File: config.mk
export PLATFORM = sky130hd
export DESIGN_NAME = ctu_core
export DESIGN_NICKNAME = d
export VERILOG_FILES = /design/src/ctu_pkg.sv /design/src/ctu_adder.sv /design/src/ctu_xregs.sv /design/src/ctu_core.sv
export VERILOG_INCLUDE_DIRS = /design/src
export SDC_FILE = /design/constraint.sdc
export NUM_CORES = 1
export LEC_CHECK = 0
export BUFFER_PORTS_ARGS = -buffer_cell sky130_fd_sc_hd__buf_2
export CAP_MARGIN = 10
export CORE_MARGIN = 2
export CORE_UTILIZATION = 55
export DETAILED_ROUTE_END_ITERATION = 8
export PLACE_DENSITY = 0.76
export SLEW_MARGIN = 15
export SYNTH_ARGS = -nofsm -noshare
export SYNTH_HDL_FRONTEND = slang
export SYNTH_SLANG_ARGS = --single-unit
File: constraint.sdc
create_clock -name mclk -period 8.1 [get_ports mclk]
set_input_delay 1.62 -clock mclk [delete_from_list [all_inputs] [get_ports mclk]]
set_output_delay 1.62 -clock mclk [all_outputs]
set_load 0.1 [all_outputs]
File: src/ctu_consts.svh
// constants for the conditional transfer unit
`ifndef CTU_CONSTS_SVH
`define CTU_CONSTS_SVH
// instruction word positions, bit s = msb (index 35 in vector)
`define CTU_OP_HI        35
`define CTU_OP_LO        33
`define CTU_DEC_HI       32
`define CTU_DEC_LO       18
`define CTU_TAG_HI       17
`define CTU_TAG_LO       15
`define CTU_ADR_HI       14
`define CTU_ADR_LO       0
// accumulator sign position, magnitude sits below it
`define CTU_ACC_SIGN     35
// offset bit that selects the index register window
`define CTU_A_XSEL       3
// operation codes
`define CTU_OP_XGT       3'h0
`define CTU_OP_XLE       3'h1
`define CTU_OP_MGT       3'h2
`define CTU_OP_MLE       3'h3
`define CTU_OP_AMI       3'h4
`define CTU_OP_APL       3'h5
`define CTU_OP_ANZ       3'h6
`define CTU_OP_AZE       3'h7
// secondary condition select for overflow test
`define CTU_OVF_SEL      1'h1
// register bus offsets
`define CTU_A_CTRL       4'h0
`define CTU_A_INSTR      4'h1
`define CTU_A_ACC        4'h2
`define CTU_A_IC         4'h3
`define CTU_A_AR         4'h4
`define CTU_A_STAT       4'h5
`define CTU_A_XR0        4'h8
// control and status bits
`define CTU_C_GO         0
`define CTU_C_OVFSEL     1
`define CTU_C_SETOVF     2
`define CTU_STAT_BUSY    0
`define CTU_STAT_TAKEN   1
`define CTU_STAT_OVF     2
`define CTU_STAT_XC      3
`endif

File: src/ctu_pkg.sv
// types for the conditional transfer unit
package ctu_pkg;
	typedef enum logic [2:0] {
		CTU_IDLE  = 3'h0,
		CTU_ADDR  = 3'h1,
		CTU_TEST  = 3'h3,
		CTU_XWR1  = 3'h2,
		CTU_XWR2  = 3'h6,
		CTU_XFER  = 3'h7,
		CTU_NEXT  = 3'h5
	} ctu_state_t;
endpackage

File: src/ctu_adder.sv
// 15-bit adder for positions 21 to 35 with carry out of 21
module ctu_adder #(
	parameter int W = 15
) (
	// operands
	input  wire logic [W-1:0] a,
	input  wire logic [W-1:0] b,
	input  wire logic         cin,
	// result
	output logic      [W-1:0] sum,
	output logic              cout
);
	// plain unsigned add, carry leaves top position
	assign {cout, sum} = {1'b0, a} + {1'b0, b} + {{W{1'b0}}, cin};
endmodule // ctu_adder

File: src/ctu_xregs.sv
// index register file, registered read port
module ctu_xregs #(
	parameter int W = 15,
	parameter int N = 8
) (
	// clock and reset
	input  wire logic                 mclk,
	input  wire logic                 rst_n,
	// write port
	input  wire logic                 we,
	input  wire logic [$clog2(N)-1:0] waddr,
	input  wire logic [W-1:0]         wdata,
	// read port
	input  wire logic [$clog2(N)-1:0] raddr,
	output logic      [W-1:0]         rdata
);
	localparam int AW = $clog2(N);   // entry select width
	logic [W-1:0] mem [N];   // storage words

	// per-entry write with reset clear
	for (genvar i = 0; i < N; i++) begin : g_ent
		always_ff @(posedge mclk) begin
			if (!rst_n)
				mem[i] <= '0;
			else if (we && waddr == AW'(i))
				mem[i] <= wdata;
		end
	end

	// read data from a flip-flop
	always_ff @(posedge mclk) begin
		if (!rst_n)
			rdata <= '0;
		else
			rdata <= mem[raddr];
	end
endmodule // ctu_xregs

File: src/ctu_core.sv
// conditional transfer unit: index and accumulator tested transfers
//
// Our own choices: the address map and the plain strobed port.
`include "ctu_consts.svh"
// What this block does
// - index compare: base address unmodified to address register
// - opcode picks greater or equal-or-less test
// - decrement true, index complemented, carry-in one
// - carry out of 21 is compare flag
// - greater variant: flag clear takes transfer
// - equal-or-less variant: flag set takes transfer
// - modify group: tag picks tested, updated register
// - modify greater, clear: store index minus decrement
// - counter loaded after index update completes
// - modify greater, set: no transfer, sequential
// - modify le: set transfers, clear reduces index
// - accumulator tests: sign, zero, nonzero, overflow
// - overflow transfer clears indicator first
// - accumulator group allows indexing of base
// - condition true loads counter, else sequential
// - fields: tag 18-20, decrement 3-17, op s-2
module ctu_core
	import ctu_pkg::*;
#(
	parameter int W = 15,
	parameter int N = 8
) (
	// clock and reset
	input  wire logic        mclk,
	input  wire logic        rst_n,
	// register port
	input  wire logic [3:0]  addr,
	input  wire logic [35:0] wdata,
	input  wire logic        wr,
	input  wire logic        rd,
	output logic      [35:0] rdata,
	// status
	output logic             busy,
	output logic      [W-1:0] ic
);
	localparam int XW = $clog2(N);   // index select width

	ctu_state_t   st_q;        // sequencer state
	logic [35:0]  instr_q;     // instruction word
	logic [35:0]  acc_q;       // accumulator s,q,p,1-35 low 36
	logic         ovf_q;       // accumulator overflow indicator
	logic         ovfsel_q;    // op 3'h4 only: use overflow test instead of sign
	logic [W-1:0] ic_q;        // instruction counter
	logic [W-1:0] ar_q;        // address register
	logic         xc_q;        // latched compare flag
	logic         taken_q;     // last op transferred
	logic [W-1:0] diff_q;      // held adder result
	logic [35:0]  rdata_q;     // read data register

	// instruction fields
	logic [2:0]    op;
	logic [W-1:0]  dec;
	logic [XW-1:0] tag;
	logic [W-1:0]  base;
	assign op   = instr_q[`CTU_OP_HI:`CTU_OP_LO];
	assign dec  = instr_q[`CTU_DEC_HI:`CTU_DEC_LO];
	assign tag  = instr_q[`CTU_TAG_LO+XW-1:`CTU_TAG_LO];
	assign base = instr_q[`CTU_ADR_HI:`CTU_ADR_LO];

	// group decode
	logic grp_x, grp_m, grp_a, want_gt;
	assign grp_x   = (op == `CTU_OP_XGT) || (op == `CTU_OP_XLE);
	assign grp_m   = (op == `CTU_OP_MGT) || (op == `CTU_OP_MLE);
	assign grp_a   = op[2];
	assign want_gt = (op == `CTU_OP_XGT) || (op == `CTU_OP_MGT);

	// index register file
	logic          x_we;
	logic [XW-1:0] x_wa;
	logic [W-1:0]  x_wd;
	logic [XW-1:0] x_ra;
	logic [W-1:0]  xr;
	ctu_xregs #(.W(W), .N(N)) u_xr (
		.mclk  (mclk),
		.rst_n (rst_n),
		.we    (x_we),
		.waddr (x_wa),
		.wdata (x_wd),
		.raddr (x_ra),
		.rdata (xr)
	);

	// bus writes to index registers vs sequencer updates
	logic bus_xw;
	assign bus_xw = wr && addr[`CTU_A_XSEL];
	assign x_ra   = tag;
	always_comb begin
		x_we = 1'b0;
		x_wa = tag;
		x_wd = diff_q;
		if (st_q == CTU_XWR1 || st_q == CTU_XWR2) begin
			x_we = 1'b1;
		end else if (bus_xw && st_q == CTU_IDLE) begin
			x_we = 1'b1;
			x_wa = addr[XW-1:0];
			x_wd = wdata[W-1:0];
		end
	end

	// adder input selection
	logic [W-1:0] ad_a, ad_b, ad_s;
	logic         ad_ci, ad_co;
	always_comb begin
		ad_a  = '0;
		ad_b  = '0;
		ad_ci = 1'b0;
		case (st_q)
			CTU_ADDR: begin
				ad_a = base;
				ad_b = grp_a ? xr : '0;
			end
			CTU_TEST: begin
				ad_a  = dec;
				ad_b  = ~xr;
				ad_ci = 1'b1;
			end
			CTU_XWR1: begin
				ad_a  = '0;
				ad_b  = ~diff_q;
				ad_ci = 1'b1;
			end
			default: begin
				ad_a  = '0;
			end
		endcase
	end
	ctu_adder #(.W(W)) u_add (
		.a    (ad_a),
		.b    (ad_b),
		.cin  (ad_ci),
		.sum  (ad_s),
		.cout (ad_co)
	);

	// accumulator condition
	logic acc_neg, acc_mag0, acond;
	assign acc_neg  = acc_q[`CTU_ACC_SIGN];
	assign acc_mag0 = (acc_q[`CTU_ACC_SIGN-1:0] == '0);
	always_comb begin
		case (op)
			`CTU_OP_AMI: acond = ovfsel_q ? ovf_q : acc_neg;
			`CTU_OP_APL: acond = !acc_neg;
			`CTU_OP_ANZ: acond = !acc_mag0;
			`CTU_OP_AZE: acond = acc_mag0;
			default:     acond = 1'b0;
		endcase
	end

	// take decision from flag
	logic xtake;
	assign xtake = want_gt ? !ad_co : ad_co;

	// sequencer
	always_ff @(posedge mclk) begin
		if (!rst_n) begin
			st_q <= CTU_IDLE;
		end else begin
			case (st_q)
				CTU_IDLE: if (wr && addr == `CTU_A_CTRL
					&& wdata[`CTU_C_GO])
					st_q <= CTU_ADDR;
				CTU_ADDR: st_q <= CTU_TEST;
				CTU_TEST: begin
					if (grp_a)
						st_q <= acond ? CTU_XFER : CTU_NEXT;
					else if (grp_x)
						st_q <= xtake ? CTU_XFER : CTU_NEXT;
					else if (grp_m && want_gt)
						st_q <= xtake ? CTU_XWR1 : CTU_NEXT;
					else
						st_q <= xtake ? CTU_XFER : CTU_XWR1;
				end
				CTU_XWR1: st_q <= CTU_XWR2;
				CTU_XWR2: st_q <= want_gt ? CTU_XFER : CTU_NEXT;
				CTU_XFER: st_q <= CTU_IDLE;
				CTU_NEXT: st_q <= CTU_IDLE;
				default:  st_q <= CTU_IDLE;
			endcase
		end
	end

	// address register and held difference
	always_ff @(posedge mclk) begin
		if (!rst_n) begin
			ar_q   <= '0;
			diff_q <= '0;
			xc_q   <= 1'b0;
		end else begin
			if (st_q == CTU_ADDR)
				ar_q <= ad_s;
			if (st_q == CTU_TEST) begin
				diff_q <= ad_s;
				xc_q   <= ad_co;
			end
			if (st_q == CTU_XWR1)
				diff_q <= ad_s;
		end
	end

	// instruction counter
	always_ff @(posedge mclk) begin
		if (!rst_n)
			ic_q <= '0;
		else if (st_q == CTU_IDLE && wr && addr == `CTU_A_IC)
			ic_q <= wdata[W-1:0];
		else if (st_q == CTU_XFER)
			ic_q <= ar_q;
		else if (st_q == CTU_NEXT)
			ic_q <= ic_q + {{(W-1){1'b0}}, 1'b1};
	end

	// taken flag
	always_ff @(posedge mclk) begin
		if (!rst_n)
			taken_q <= 1'b0;
		else if (st_q == CTU_XFER)
			taken_q <= 1'b1;
		else if (st_q == CTU_NEXT)
			taken_q <= 1'b0;
	end

	// overflow indicator: set by software, cleared on its transfer
	always_ff @(posedge mclk) begin
		if (!rst_n)
			ovf_q <= 1'b0;
		else if (st_q == CTU_TEST && grp_a && ovfsel_q
			&& op == `CTU_OP_AMI && ovf_q)
			ovf_q <= 1'b0;
		else if (st_q == CTU_IDLE && wr && addr == `CTU_A_CTRL
			&& wdata[`CTU_C_SETOVF])
			ovf_q <= 1'b1;
	end

	// instruction, accumulator and select registers
	always_ff @(posedge mclk) begin
		if (!rst_n) begin
			instr_q  <= '0;
			acc_q    <= '0;
			ovfsel_q <= 1'b0;
		end else if (st_q == CTU_IDLE && wr) begin
			case (addr)
				`CTU_A_INSTR: instr_q <= wdata;
				`CTU_A_ACC:   acc_q   <= wdata;
				`CTU_A_CTRL:  ovfsel_q <= wdata[`CTU_C_OVFSEL];
				default:      ;
			endcase
		end
	end

	// read port, data one cycle later
	always_ff @(posedge mclk) begin
		if (!rst_n) begin
			rdata_q <= '0;
		end else if (rd) begin
			case (addr)
				`CTU_A_CTRL:  rdata_q <= {35'h0, ovfsel_q} << 1;
				`CTU_A_INSTR: rdata_q <= instr_q;
				`CTU_A_ACC:   rdata_q <= acc_q;
				`CTU_A_IC:    rdata_q <= {21'h0, ic_q};
				`CTU_A_AR:    rdata_q <= {21'h0, ar_q};
				`CTU_A_STAT:  rdata_q <= {32'h0, xc_q, ovf_q, taken_q,
					st_q != CTU_IDLE};
				default:      rdata_q <= 36'h0;
			endcase
		end else begin
			rdata_q <= 36'h0;
		end
	end

	assign rdata = rdata_q;
	assign busy  = (st_q != CTU_IDLE);
	assign ic    = ic_q;
endmodule // ctu_core

# [After elaboration in Yosys (flattened, before gate mapping)]
# Memory sizes are Yosys's and may differ from the RTL's. A register that Yosys moved wholly into a read port is not among the register bits.
# Index checks and enable logic that the tools add are counted.
[classes] n_addsub=3 n_eq_ne=26 muxes=64 bitwise_logic=11 n_reduce_logical=44
[op_table] operator="two-way mux 15 bit" n=16
[op_table] operator="one-hot mux 36 bit (6 select lines)" n=1
[op_table] operator="one-hot mux 15 bit (3 select lines)" n=1
[op_table] operator="logical NOT 35 bit" n=1
[op_table] operator="== test 3 bit (second input constant)" n=11
[op_table] operator="two-way mux 1 bit" n=32
[op_table] operator="inverter 15 bit" n=2
[op_table] operator="one-hot mux 15 bit (2 select lines)" n=1
[op_table] operator="two-way mux 3 bit" n=8
[op_table] operator="logical AND 1 bit" n=21
[op_table] operator="== test 3 x 2 -> 1 bit (second input constant)" n=6
[op_table] operator="adder 15 x 15 -> 16 bit" n=1
[op_table] operator="adder 16 x 1 -> 16 bit" n=1
[op_table] operator="adder 15 x 1 -> 15 bit (second input constant)" n=1
[op_table] operator="one-hot mux 3 bit (5 select lines)" n=1
[op_table] operator="== test 3 x 1 -> 1 bit (second input constant)" n=3
[op_table] operator="logical NOT 3 bit" n=3
[op_table] operator="== test 4 x 2 -> 1 bit (second input constant)" n=2
[op_table] operator="== test 4 x 3 -> 1 bit (second input constant)" n=2
[op_table] operator="OR 1 bit" n=8
[op_table] operator="AND reduction 2 bit" n=4
[op_table] operator="two-way mux 2 bit" n=3
[op_table] operator="nonzero test 3 bit" n=2
[op_table] operator="== test 4 x 1 -> 1 bit (second input constant)" n=1
[op_table] operator="other kinds (8)" n=16
[totals] regBits=160 ram_bits=120 in_bits=44 out_inout_bits=52 elab_cells=160 mem_count=1
[mem_list] name="u_xr.mem" words=8 width=15 read_ports=1 rd_clocked_by_memory_dff=1 write_ports=8 line="ctu_xregs.sv:18" text="logic [W-1:0] mem [N];"

# [Longest topological paths before layout]
# Gate-level depths: netlist of the first run.
[depth] ltp_word=11 depth_mapped=18 depth_no_buf=16

# [Hierarchy]
# A second synthesis of the first run with hierarchy kept.
[unflattened] hier_cells=1354 area_unflattened_um2=13817.0
[modules_own_cells] module="ctu_core" instances=1 cells_per_inst=896 area_each_um2=7288.2 seq_area_each_um2=3203.1
[modules_own_cells] module="ctu_xregs" instances=1 cells_per_inst=357 area_each_um2=5793.1 seq_area_each_um2=3903.7
[modules_own_cells] module="ctu_adder" instances=1 cells_per_inst=101 area_each_um2=735.7 seq_area_each_um2=0.0

# [Worst setup path before layout of the first run]
# Ideal clock, no wire load.
[synth_path] path_kind="input to register" from="input wr" to="memory u_xr.mem[0][0] (enable)" setup_time_ps=408 arrival_time_ps=3589 t_required_ps=7692 setup_slack_ps=4103 cell_stages=5 path_buffers=1 path_cell_list="nor4b_4 > nand2_2 > buf_2 > o32a_1 > o21ai_0"
[synth_lines] item="start, declared" line="ctu_core.sv:34" text="input wire logic wr,"
[synth_lines] item="end, declared" line="ctu_xregs.sv:18"

# [Worst setup path after layout of the first run]
[layout_path] from="register st_q[1]" to="register st_q[1]"
[layout_via] elab_chain_cells=11 word_cells_on_any_way=20 cone_classes="2 x add/sub; 5 x eq/ne; 10 x mux; 3 x reduce/logical"
[layout_rtl] item="start, declared" line="ctu_core.sv:43" text="ctu_state_t st_q;"
[layout_rtl] item="start signal, assigned" line="ctu_core.sv:170" text="st_q <= acond ? CTU_XFER : CTU_NEXT;"
[layout_rtl] item="start signal, assigned" line="ctu_core.sv:172" text="st_q <= xtake ? CTU_XFER : CTU_NEXT;"
[layout_rtl] item="start signal, assigned" line="ctu_core.sv:174" text="st_q <= xtake ? CTU_XWR1 : CTU_NEXT;"
[layout_rtl] item="== test 3 x 2 -> 1 bit or == test 3 x 1 -> 1 bit (tied branches)" line="ctu_core.sv:112, ctu_core.sv:163"
[layout_rtl] item="one-hot mux 15 bit (3 select lines), or another cell as far along" line="ctu_core.sv:112" text="case (st_q)"
[layout_rtl] item="adder 15 x 15 -> 16 bit or two-way mux 1 bit (tied branches)" line="ctu_adder.sv:14, ctu_core.sv:112"
[layout_rtl] item="adder 16 x 1 -> 16 bit" line="ctu_adder.sv:14" text="assign {cout, sum} = {1'b0, a} + {1'b0, b} + {{W{1'b0}}, cin};"
[layout_rtl] item="logical NOT 1 bit" line="ctu_core.sv:156" text="assign xtake = want_gt ? !ad_co : ad_co;"
[layout_rtl] item="two-way mux 1 bit" line="ctu_core.sv:156"
[layout_rtl] item="two-way mux 3 bit" line="ctu_core.sv:174"
[layout_rtl] item="two-way mux 3 bit" line="ctu_core.sv:173" text="else if (grp_m && want_gt)"
[layout_rtl] item="two-way mux 3 bit" line="ctu_core.sv:171" text="else if (grp_x)"
[layout_rtl] item="two-way mux 3 bit" line="ctu_core.sv:169" text="if (grp_a)"
[layout_rtl] item="one-hot mux 3 bit (5 select lines)" line="ctu_core.sv:163" text="case (st_q)"
# Parallel ways exist; a longest one is shown, timed or not.
# A chain may end at the register's enable or synchronous reset.

==> metrics.md, run 1 <==
| Metric | Value |
|---|---|
| Run status | `finished, final reports clean` |
| Critical path class | `register to register` |
| Clock sinks | `295` |
| Fin. Hold Viols | `0` |
| Largest net degree at the start of global routing | `a little over 90` |
| Setup TNS | `0 ns` |
| First-pass GRT wire length | `a little under 60000 µm` |
| Total grt overflow | `0` |
| IO buf count | `95` |
| # Max-Cap Violations | `0` |
| Io pins | `between 90 and 100` |
| LEAKAGE | `0.00526 µW` |
| Violation count after the first detailed-route iteration | `1149` |
| # rows | `57` |
| Min Hold Slack | `0.465 ns` |
| Post-route minimum period | `4.77 ns` |
| Chip Height | `160 µm` |
| Worst hold path type | `register to register` |
| Slew at the pin closest to its max-slew limit | `1.15 ns` |
| Metal2 WL | `18000 µm` |
| Reg area | `7110 µm²` |
| CTS Root Cell | `clkbuf_16` |
| Worst-Skew Late Latency | `0.58 ns` |
| Final setup violation count | `0` |
| Layout Nets | `between 1000 and 1500` |
| Post-synthesis cell area | `13400 µm²` |
| DRC viols | `0` |
| Die area | `25600 µm²` |
| Number of hold buffers added after cts | `0` |
| Final Util | `between 60% and 70%` |
| Avg Inst Size Synth | `approximately 10 µm²` |
| Post-CTS Repair Setup Buffers | `0` |
| Synth cell types | `71` |
| Syn-to-layout area delta | `12.5%` |
| Nature of the critical path endpoint | `register` |
| H-tree depth | `1` |
| Gpl congestion | `between 0.9 and 1` |
| Met1 WL | `15100 µm` |
| Initial Util | `55.6%` |
| Synth warn | `0` |
| Max Buffers Root-to-Sink | `3` |
| Worst slew margin | `22.5%` |
| Area of the multi-input gates | `5870 µm²` |
| Filler Cells Inserted | `1994` |
| Layout cell share with drive strength beyond 1 | `15.2%` |
| Via count | `10800` |
| Die Width | `160 µm` |
| Top Layer Used | `met4` |
| Vias per cell | `roughly 6.2` |
| Period utilization | `58.9%` |
| Max Clk Rate | `210 MHz` |
| Gate Count Post-Synth | `1340` |
| Core area | `around 24000 µm²` |
| Register area share after synthesis | `between 50% and 60%` |
| Initial DRT Pass Iterations | `6` |
| Initial antenna violation count | `1` |
| Critical Path RT | `8.56 ns` |
| RSZ-0062 raised after global routing | `no` |
| GR Util All Layers | `between 20% and 30%` |
| Top_reg_cell synth | `dfxtp_1` |
| Worst-path clk slew | `roughly 0.060 ns` |
| DR WL/cell | `about 22 µm` |
| Flop2flop setup slack | `roughly 3.3 ns` |
| Post-synth ARST share | `0%` |
| Routed met3 length | `3540 µm` |
| Max-slew violation count | `0` |
| Worst Setup Start Kind | `register` |
| Post-synth EDFFs | `120` |
| DRT Wirelength | `38300 µm` |
| Syn_nets | `1402` |
| Vias in the first global route | `10200` |
| Clk_skew | `0.0124 ns` |
| Post-CTS Resized | `0` |
| CTS tree | `built` |
| CTS buffer count | `31` |
| Antenna-violating nets left | `0` |
| CP Data Arrival Time | `5.23 ns` |
| Final Total Pwr | `between 3000 and 4000 µW` |
| Crit path max fanout | `37` |
| VDD IR max | `0.215 mV` |
| FF+latch count, synth | `slightly below 300` |
| PD cells | `between 200 and 300 nW/µm²` |
| Hpwl dp | `25400 µm` |
## state kept, by name (all words and copies together) (netlist names)
register    flops
ar_q           15
u_xr.rdata     15
rdata          36
u_xr.mem      120
taken_q         1
ovf_q           1
xc_q            1
st_q            3
ovfsel_q        1
acc_q          36
ic             15
diff_q         15
instr_q        36
## final timing paths
path | from | end | cells after the start
worst min-delay path | acc_q[5]$_SDFFE_PN0P_ | rdata[5]$_SDFF_PN0_ | 2
worst min register to register | acc_q[5]$_SDFFE_PN0P_ | rdata[5]$_SDFF_PN0_ | 2
worst max register to register | st_q[1]$_SDFFE_PN0P_ | st_q[1]$_SDFFE_PN0P_ | 15
worst max-delay path | st_q[1]$_SDFFE_PN0P_ | st_q[1]$_SDFFE_PN0P_ | 15
## cell usage after synthesis (14+ instances only)
cell type	count	area (µm²)
a21oi_1	128	641
a222oi_1	14	140
a22oi_1	38	285
buf_2	43	215
clkbuf_1	47	176
dfxtp_1	175	3500
edfxtp_1	120	3600
ha_1	16	200
mux2i_1	62	621
mux4_2	30	676
nand2_1	222	833
nand3_1	21	105
nor2_1	202	758
o21ai_0	30	150
## layer usage
layer | up-vias | global-route usage (%)
met5 | - | 0
met4 | 0 | 11.4
met3 | 126 | 5.19
met2 | 536 | 48.6
met1 | 5202 | 38.7
li1 | 4946 | -
## cells by family after synthesis
logic type,synth area share (%)
muxes,10.0
adders and majority gates,1.79
buffers and inverters,3.34
DFF,53.0
and+or+nand+nor,16.5
xor gates and xnor gates,1.24
AOI/OAI and AO/OA,14.1
## critical path, cell delays in order (launching register included)
cell and delay (ns):
dfxtp_1 0.31, buf_4 0.41, inv_2 0.33, nor2_2 0.15, buf_4 0.37, inv_1 0.32, fa_1 0.53, nand2b_1 0.18
a21oi_1 0.28, o211ai_1 0.20, a31oi_1 0.53, xnor2_1 0.15, ha_1 0.22, a31oi_1 0.16, o2111ai_1 0.14, a221oi_1 0.35
## through the flow
step / instance area (µm²) / instances / setup WS (ns)
4_1_cts: 15100 / 1743 / 3.44
3_5_place_dp: 14100 / 1688 / 3.46
2_1_floorplan: 13400 / 1340 / 4.10
6_report: 15100 / 1744 / 3.33
3_3_place_gp: 14100 / 1688 / 3.59
5_1_grt: 15100 / 1743 / 3.00
## cell usage in the layout, fill, tap and decap left out, types with 4 or more instances in the layout
cell	netlist	final
clkinv_1	0	5
nor2b_1	5	4
nand2_1	222	222
nand3_2	8	8
o21ai_1	1	9
xor2_1	9	9
a222oi_1	14	14
mux2i_1	62	62
nand4_1	8	8
nor2_1	202	201
and2_1	6	6
and3_1	4	4
nor4_1	9	9
a21o_1	5	5
o221ai_1	6	6
clkbuf_16	0	31
nor3_1	9	8
nand3_1	21	21
edfxtp_1	120	120
mux4_2	30	30
buf_4	1	24
a22o_1	13	13
a21oi_1	128	128
buf_2	43	95
a22oi_1	38	38
clkbuf_1	47	9
ha_1	16	16
dfxtp_1	175	174
a211oi_1	8	8
inv_1	7	7
nand2b_1	6	6
o21a_1	4	4
xnor2_1	10	10
o211ai_1	12	12
a31oi_1	5	5
o21ai_0	30	22
## power breakdown
group          internal [µW]  total, µW  switching (µW)
logic                    216        682             466
registers               1630       1690            57.4
clock network            819       1400             585
total                   2670       3780            1110
## area by class of cell
class	count	share of cell area (%)
sequential	295	47.1
tap	324	2.69
antenna	1	0.0166
clock inverter	13	1.06
clock buffer	42	5.55
timing repair buffer	119	4.35
inverter	9	0.241
multi-input combinational	941	39.0
No activity file was read; power rests on OpenSTA's default activity.
==> run 2, diff against run 1 <==
--- a/config.mk
+++ b/config.mk
@@ -6,12 +6,13 @@
 export SDC_FILE = /design/constraint.sdc
 export NUM_CORES = 1
 export LEC_CHECK = 0
+export ABC_AREA = 1
 export BUFFER_PORTS_ARGS = -buffer_cell sky130_fd_sc_hd__buf_2
 export CAP_MARGIN = 10
 export CORE_MARGIN = 2
 export CORE_UTILIZATION = 55
 export DETAILED_ROUTE_END_ITERATION = 8
-export PLACE_DENSITY = 0.76
+export PLACE_DENSITY = 0.79
 export SLEW_MARGIN = 15
 export SYNTH_ARGS = -nofsm -noshare
 export SYNTH_HDL_FRONTEND = slang
==> constraint.sdc (replaced) <==
create_clock -name mclk -period 4 [get_ports mclk]
set_input_delay 0.8 -clock mclk [delete_from_list [all_inputs] [get_ports mclk]]
set_output_delay 0.8 -clock mclk [all_outputs]
set_load 0.1 [all_outputs]
==> metrics.md, run 2 <==
| Metric | Value |
|---|---|
| VDD IR max | `0.377 mV` |
| Max-slew violation count | `0` |
| Clk_skew | `between 0.01 and 0.015 ns` |
| Max Buffers Root-to-Sink | `3` |
| Crit path max fanout | `19` |
| Area of the multi-input gates | `5650 µm²` |
| Post-synth ARST share | `0%` |
| Register area share after synthesis | `about half` |
| Run status | `finished, final reports clean` |
| RSZ-0062 raised after global routing | `no` |
| Worst-Skew Late Latency | `0.56 ns` |
| # Max-Cap Violations | `0` |
| Commonest non-fill, non-tap cell in the layout | `nor2_1` |
| Adder-Cell Fraction of Synth Area | `1.73%` |
| Layout Nets | `1798` |
| Fin. Hold Viols | `0` |
| Final instance area | `15600 µm²` |
| Initial antenna violation count | `0` |
| CP Data Arrival Time | `3.94 ns` |
| PD cells | `between 500 and 600 nW/µm²` |
| Initial DRT Pass Iterations | `7` |
| Via count | `12200` |
| Synth cell count leaders | `nor2_1, nand2_1, o21ai_0` |
| Area leader, netlist | `edfxtp_1` |
| Initial Util | `about 56%` |
| Clock sinks | `295` |
| Post-CTS Repair Setup Buffers | `0` |
| DRC viols | `0` |
| Post-synthesis simple-gate area fraction | `between 10% and 20%` |
| Filler Cells Inserted | `~2200` |
| Synth top area cells | `edfxtp_1, dfxtp_1, nor2_1` |
| Worst-path clk slew | `0.06 ns` |
| Worst Setup Start Kind | `register` |
| Diodes inserted | `0` |
| LEAKAGE | `0.00619 µW` |
| Violation count after the first detailed-route iteration | `around 1500` |
| H-tree depth | `1` |
| Largest net degree at the start of global routing | `67` |
| Post-CTS Resized | `0` |
| Core area | `25000 µm²` |
| Main combinational cell family by area after synthesis | `compound AO/OA/AOI/OAI gates` |
| Gate Count Post-Synth | `1676` |
| Post-synthesis cell area | `13900 µm²` |
| Number of hold buffers added after cts | `0` |
| Layout cell share with drive strength beyond 1 | `approximately an eighth` |
| Max Clk Rate | `290 MHz` |
| GR Util All Layers | `30.0%` |
| Synth cell types | `between 40 and 50` |
| Setup TNS | `0 ns` |
| Vias in the first global route | `11300` |
| Antenna-violating nets left | `0` |
| Final setup violation count | `0` |
| Io pins | `96` |
| Largest Register | `u_xr.mem` |
| DR WL/cell | `~19 µm` |
| Chip Height | `163 µm` |
| Avg Inst Size Synth | `between 8 and 9 µm²` |
| Worst slew margin | `32.9%` |
| Cell with the most instances after synthesis | `nor2_1` |
| Die Width | `approximately 160 µm` |
| Nature of the critical path endpoint | `register` |
| Max reg flops | `between 100 and 150` |
| Gpl congestion | `1.02` |
| Worst hold path type | `register to register` |
| First-pass GRT wire length | `62100 µm` |
| Top_reg_cell synth | `dfxtp_1` |
| Critical Path RT | `between 4 and 5 ns` |
| Slew at the pin closest to its max-slew limit | `0.978 ns` |
| Flop2flop setup slack | `between 0.5 and 0.6 ns` |
| Top-area cell type share of the netlist area | `26.0%` |
| DRT Wirelength | `40500 µm` |
| CTS buffer count | `31` |
| Critical path class | `register to register` |
| Die area | `about 26000 µm²` |
| Reg area | `7110 µm²` |
| Vias per cell | `5.85` |
| IO buf count | `95` |
| Syn_nets | `between 1500 and 2000` |
| # rows | `58` |
| Synth warn | `0` |
| Post-synth EDFFs | `between 100 and 150` |
| DP Area | `14500 µm²` |
| Syn-to-layout area delta | `12.2%` |
| Fraction of synthesized area in multiplexers | `0.144%` |
| Total grt overflow | `0` |
| CTS Root Cell | `clkbuf_16` |
| FF+latch count, synth | `295` |
| Hpwl dp | `28600 µm` |
| Min Hold Slack | `0.460 ns` |
| Period utilization | `a little under nine tenths` |
| Post-route minimum period | `roughly 3.4 ns` |
| Most frequent cells in the layout | `nor2_1, nand2_1, o21ai_0` |
| Synth Area in XOR/XNOR | `0.821%` |
| Post-synthesis compound-gate area fraction | `19.1%` |
| CTS tree | `built` |
[run 2: changes by cell type in the layout (fill, tap and decap cells not counted), sizes merged, moves of 50 or more]
cell and delta:
nand3 +50, inv +174, o22ai +53, mux2i -61, o21ai +164, nor2 +95
[run 2: logic make-up after synthesis]
logic type	after synthesis
multiplexers	2
AND/OR/NAND/NOR	596
buffers and inverters	279
AO/OA/AOI/OAI	473
flip-flops	295
adder cells (fa/ha/maj)	18
XOR/XNOR	13
[run 2: power by group]
part	total (µW)	internal (µW)	switching [µW]
registers	3620	3460	161
clock network	2870	1690	1180
logic	2160	568	1590
[run 2: layout make-up]
cell class	instances	share of cell area [%]
clock buffers	41	5.48
well taps	330	2.65
multi-input cells	1102	36.3
clock inverters	17	1.08
repair buffers	121	4.33
inverters	185	4.50
flip-flops and latches	295	45.7
[run 2: path summary, 6_finish.rpt]
path | startpoint | endpoint | cells after the start
worst max-delay path | st_q[1]$_SDFFE_PN0P_ | st_q[2]$_SDFFE_PN0P_ | 19
worst max register to register | st_q[1]$_SDFFE_PN0P_ | st_q[2]$_SDFFE_PN0P_ | 19
worst min register to register | acc_q[21]$_SDFFE_PN0P_ | acc_q[21]$_SDFFE_PN0P_ | 2
worst min-delay path | acc_q[21]$_SDFFE_PN0P_ | acc_q[21]$_SDFFE_PN0P_ | 2
[run 2: worst max-delay path: stages (launching register included)]
cell      delay [ns]
dfxtp_1         0.32
inv_2           0.13
nor2_2          0.07
inv_2           0.06
nor2_1          0.05
inv_1           0.47
buf_4           0.34
o221ai_1        0.14
ha_1            0.39
nand2_1         0.12
nor2_1          0.17
and3_1          0.18
nand2_1         0.08
nand2_1         0.09
nand2_1         0.07
and2_1          0.14
ha_1            0.28
nand3_1         0.08
nand2_1         0.07
a21oi_1         0.14
[run 2: metal layers]
metal,share of wire (%),vias to the layer above,wire length [µm],track usage (%)
met1,41,5709,16500,39.4
met3,7.4,118,2980,4.15
met5,0,-,0,0
li1,-,5810,-,-
met4,4.4,0,1790,13.0
met2,47,598,19100,49.8
[run 2: stage by stage]
step | utilization (%) | total power [µW] | cells | worst slack, ns
6_report | 62.3 | 8660 | 2091 | 0.550
4_1_cts | 62.3 | 8630 | 2091 | 0.601
3_3_place_gp | 58.2 | 5760 | 2033 | 0.733
3_5_place_dp | 58.2 | 5790 | 2033 | 0.659
5_1_grt | 62.3 | 9010 | 2091 | 0.330
2_1_floorplan | - | 5150 | 1676 | 0.930
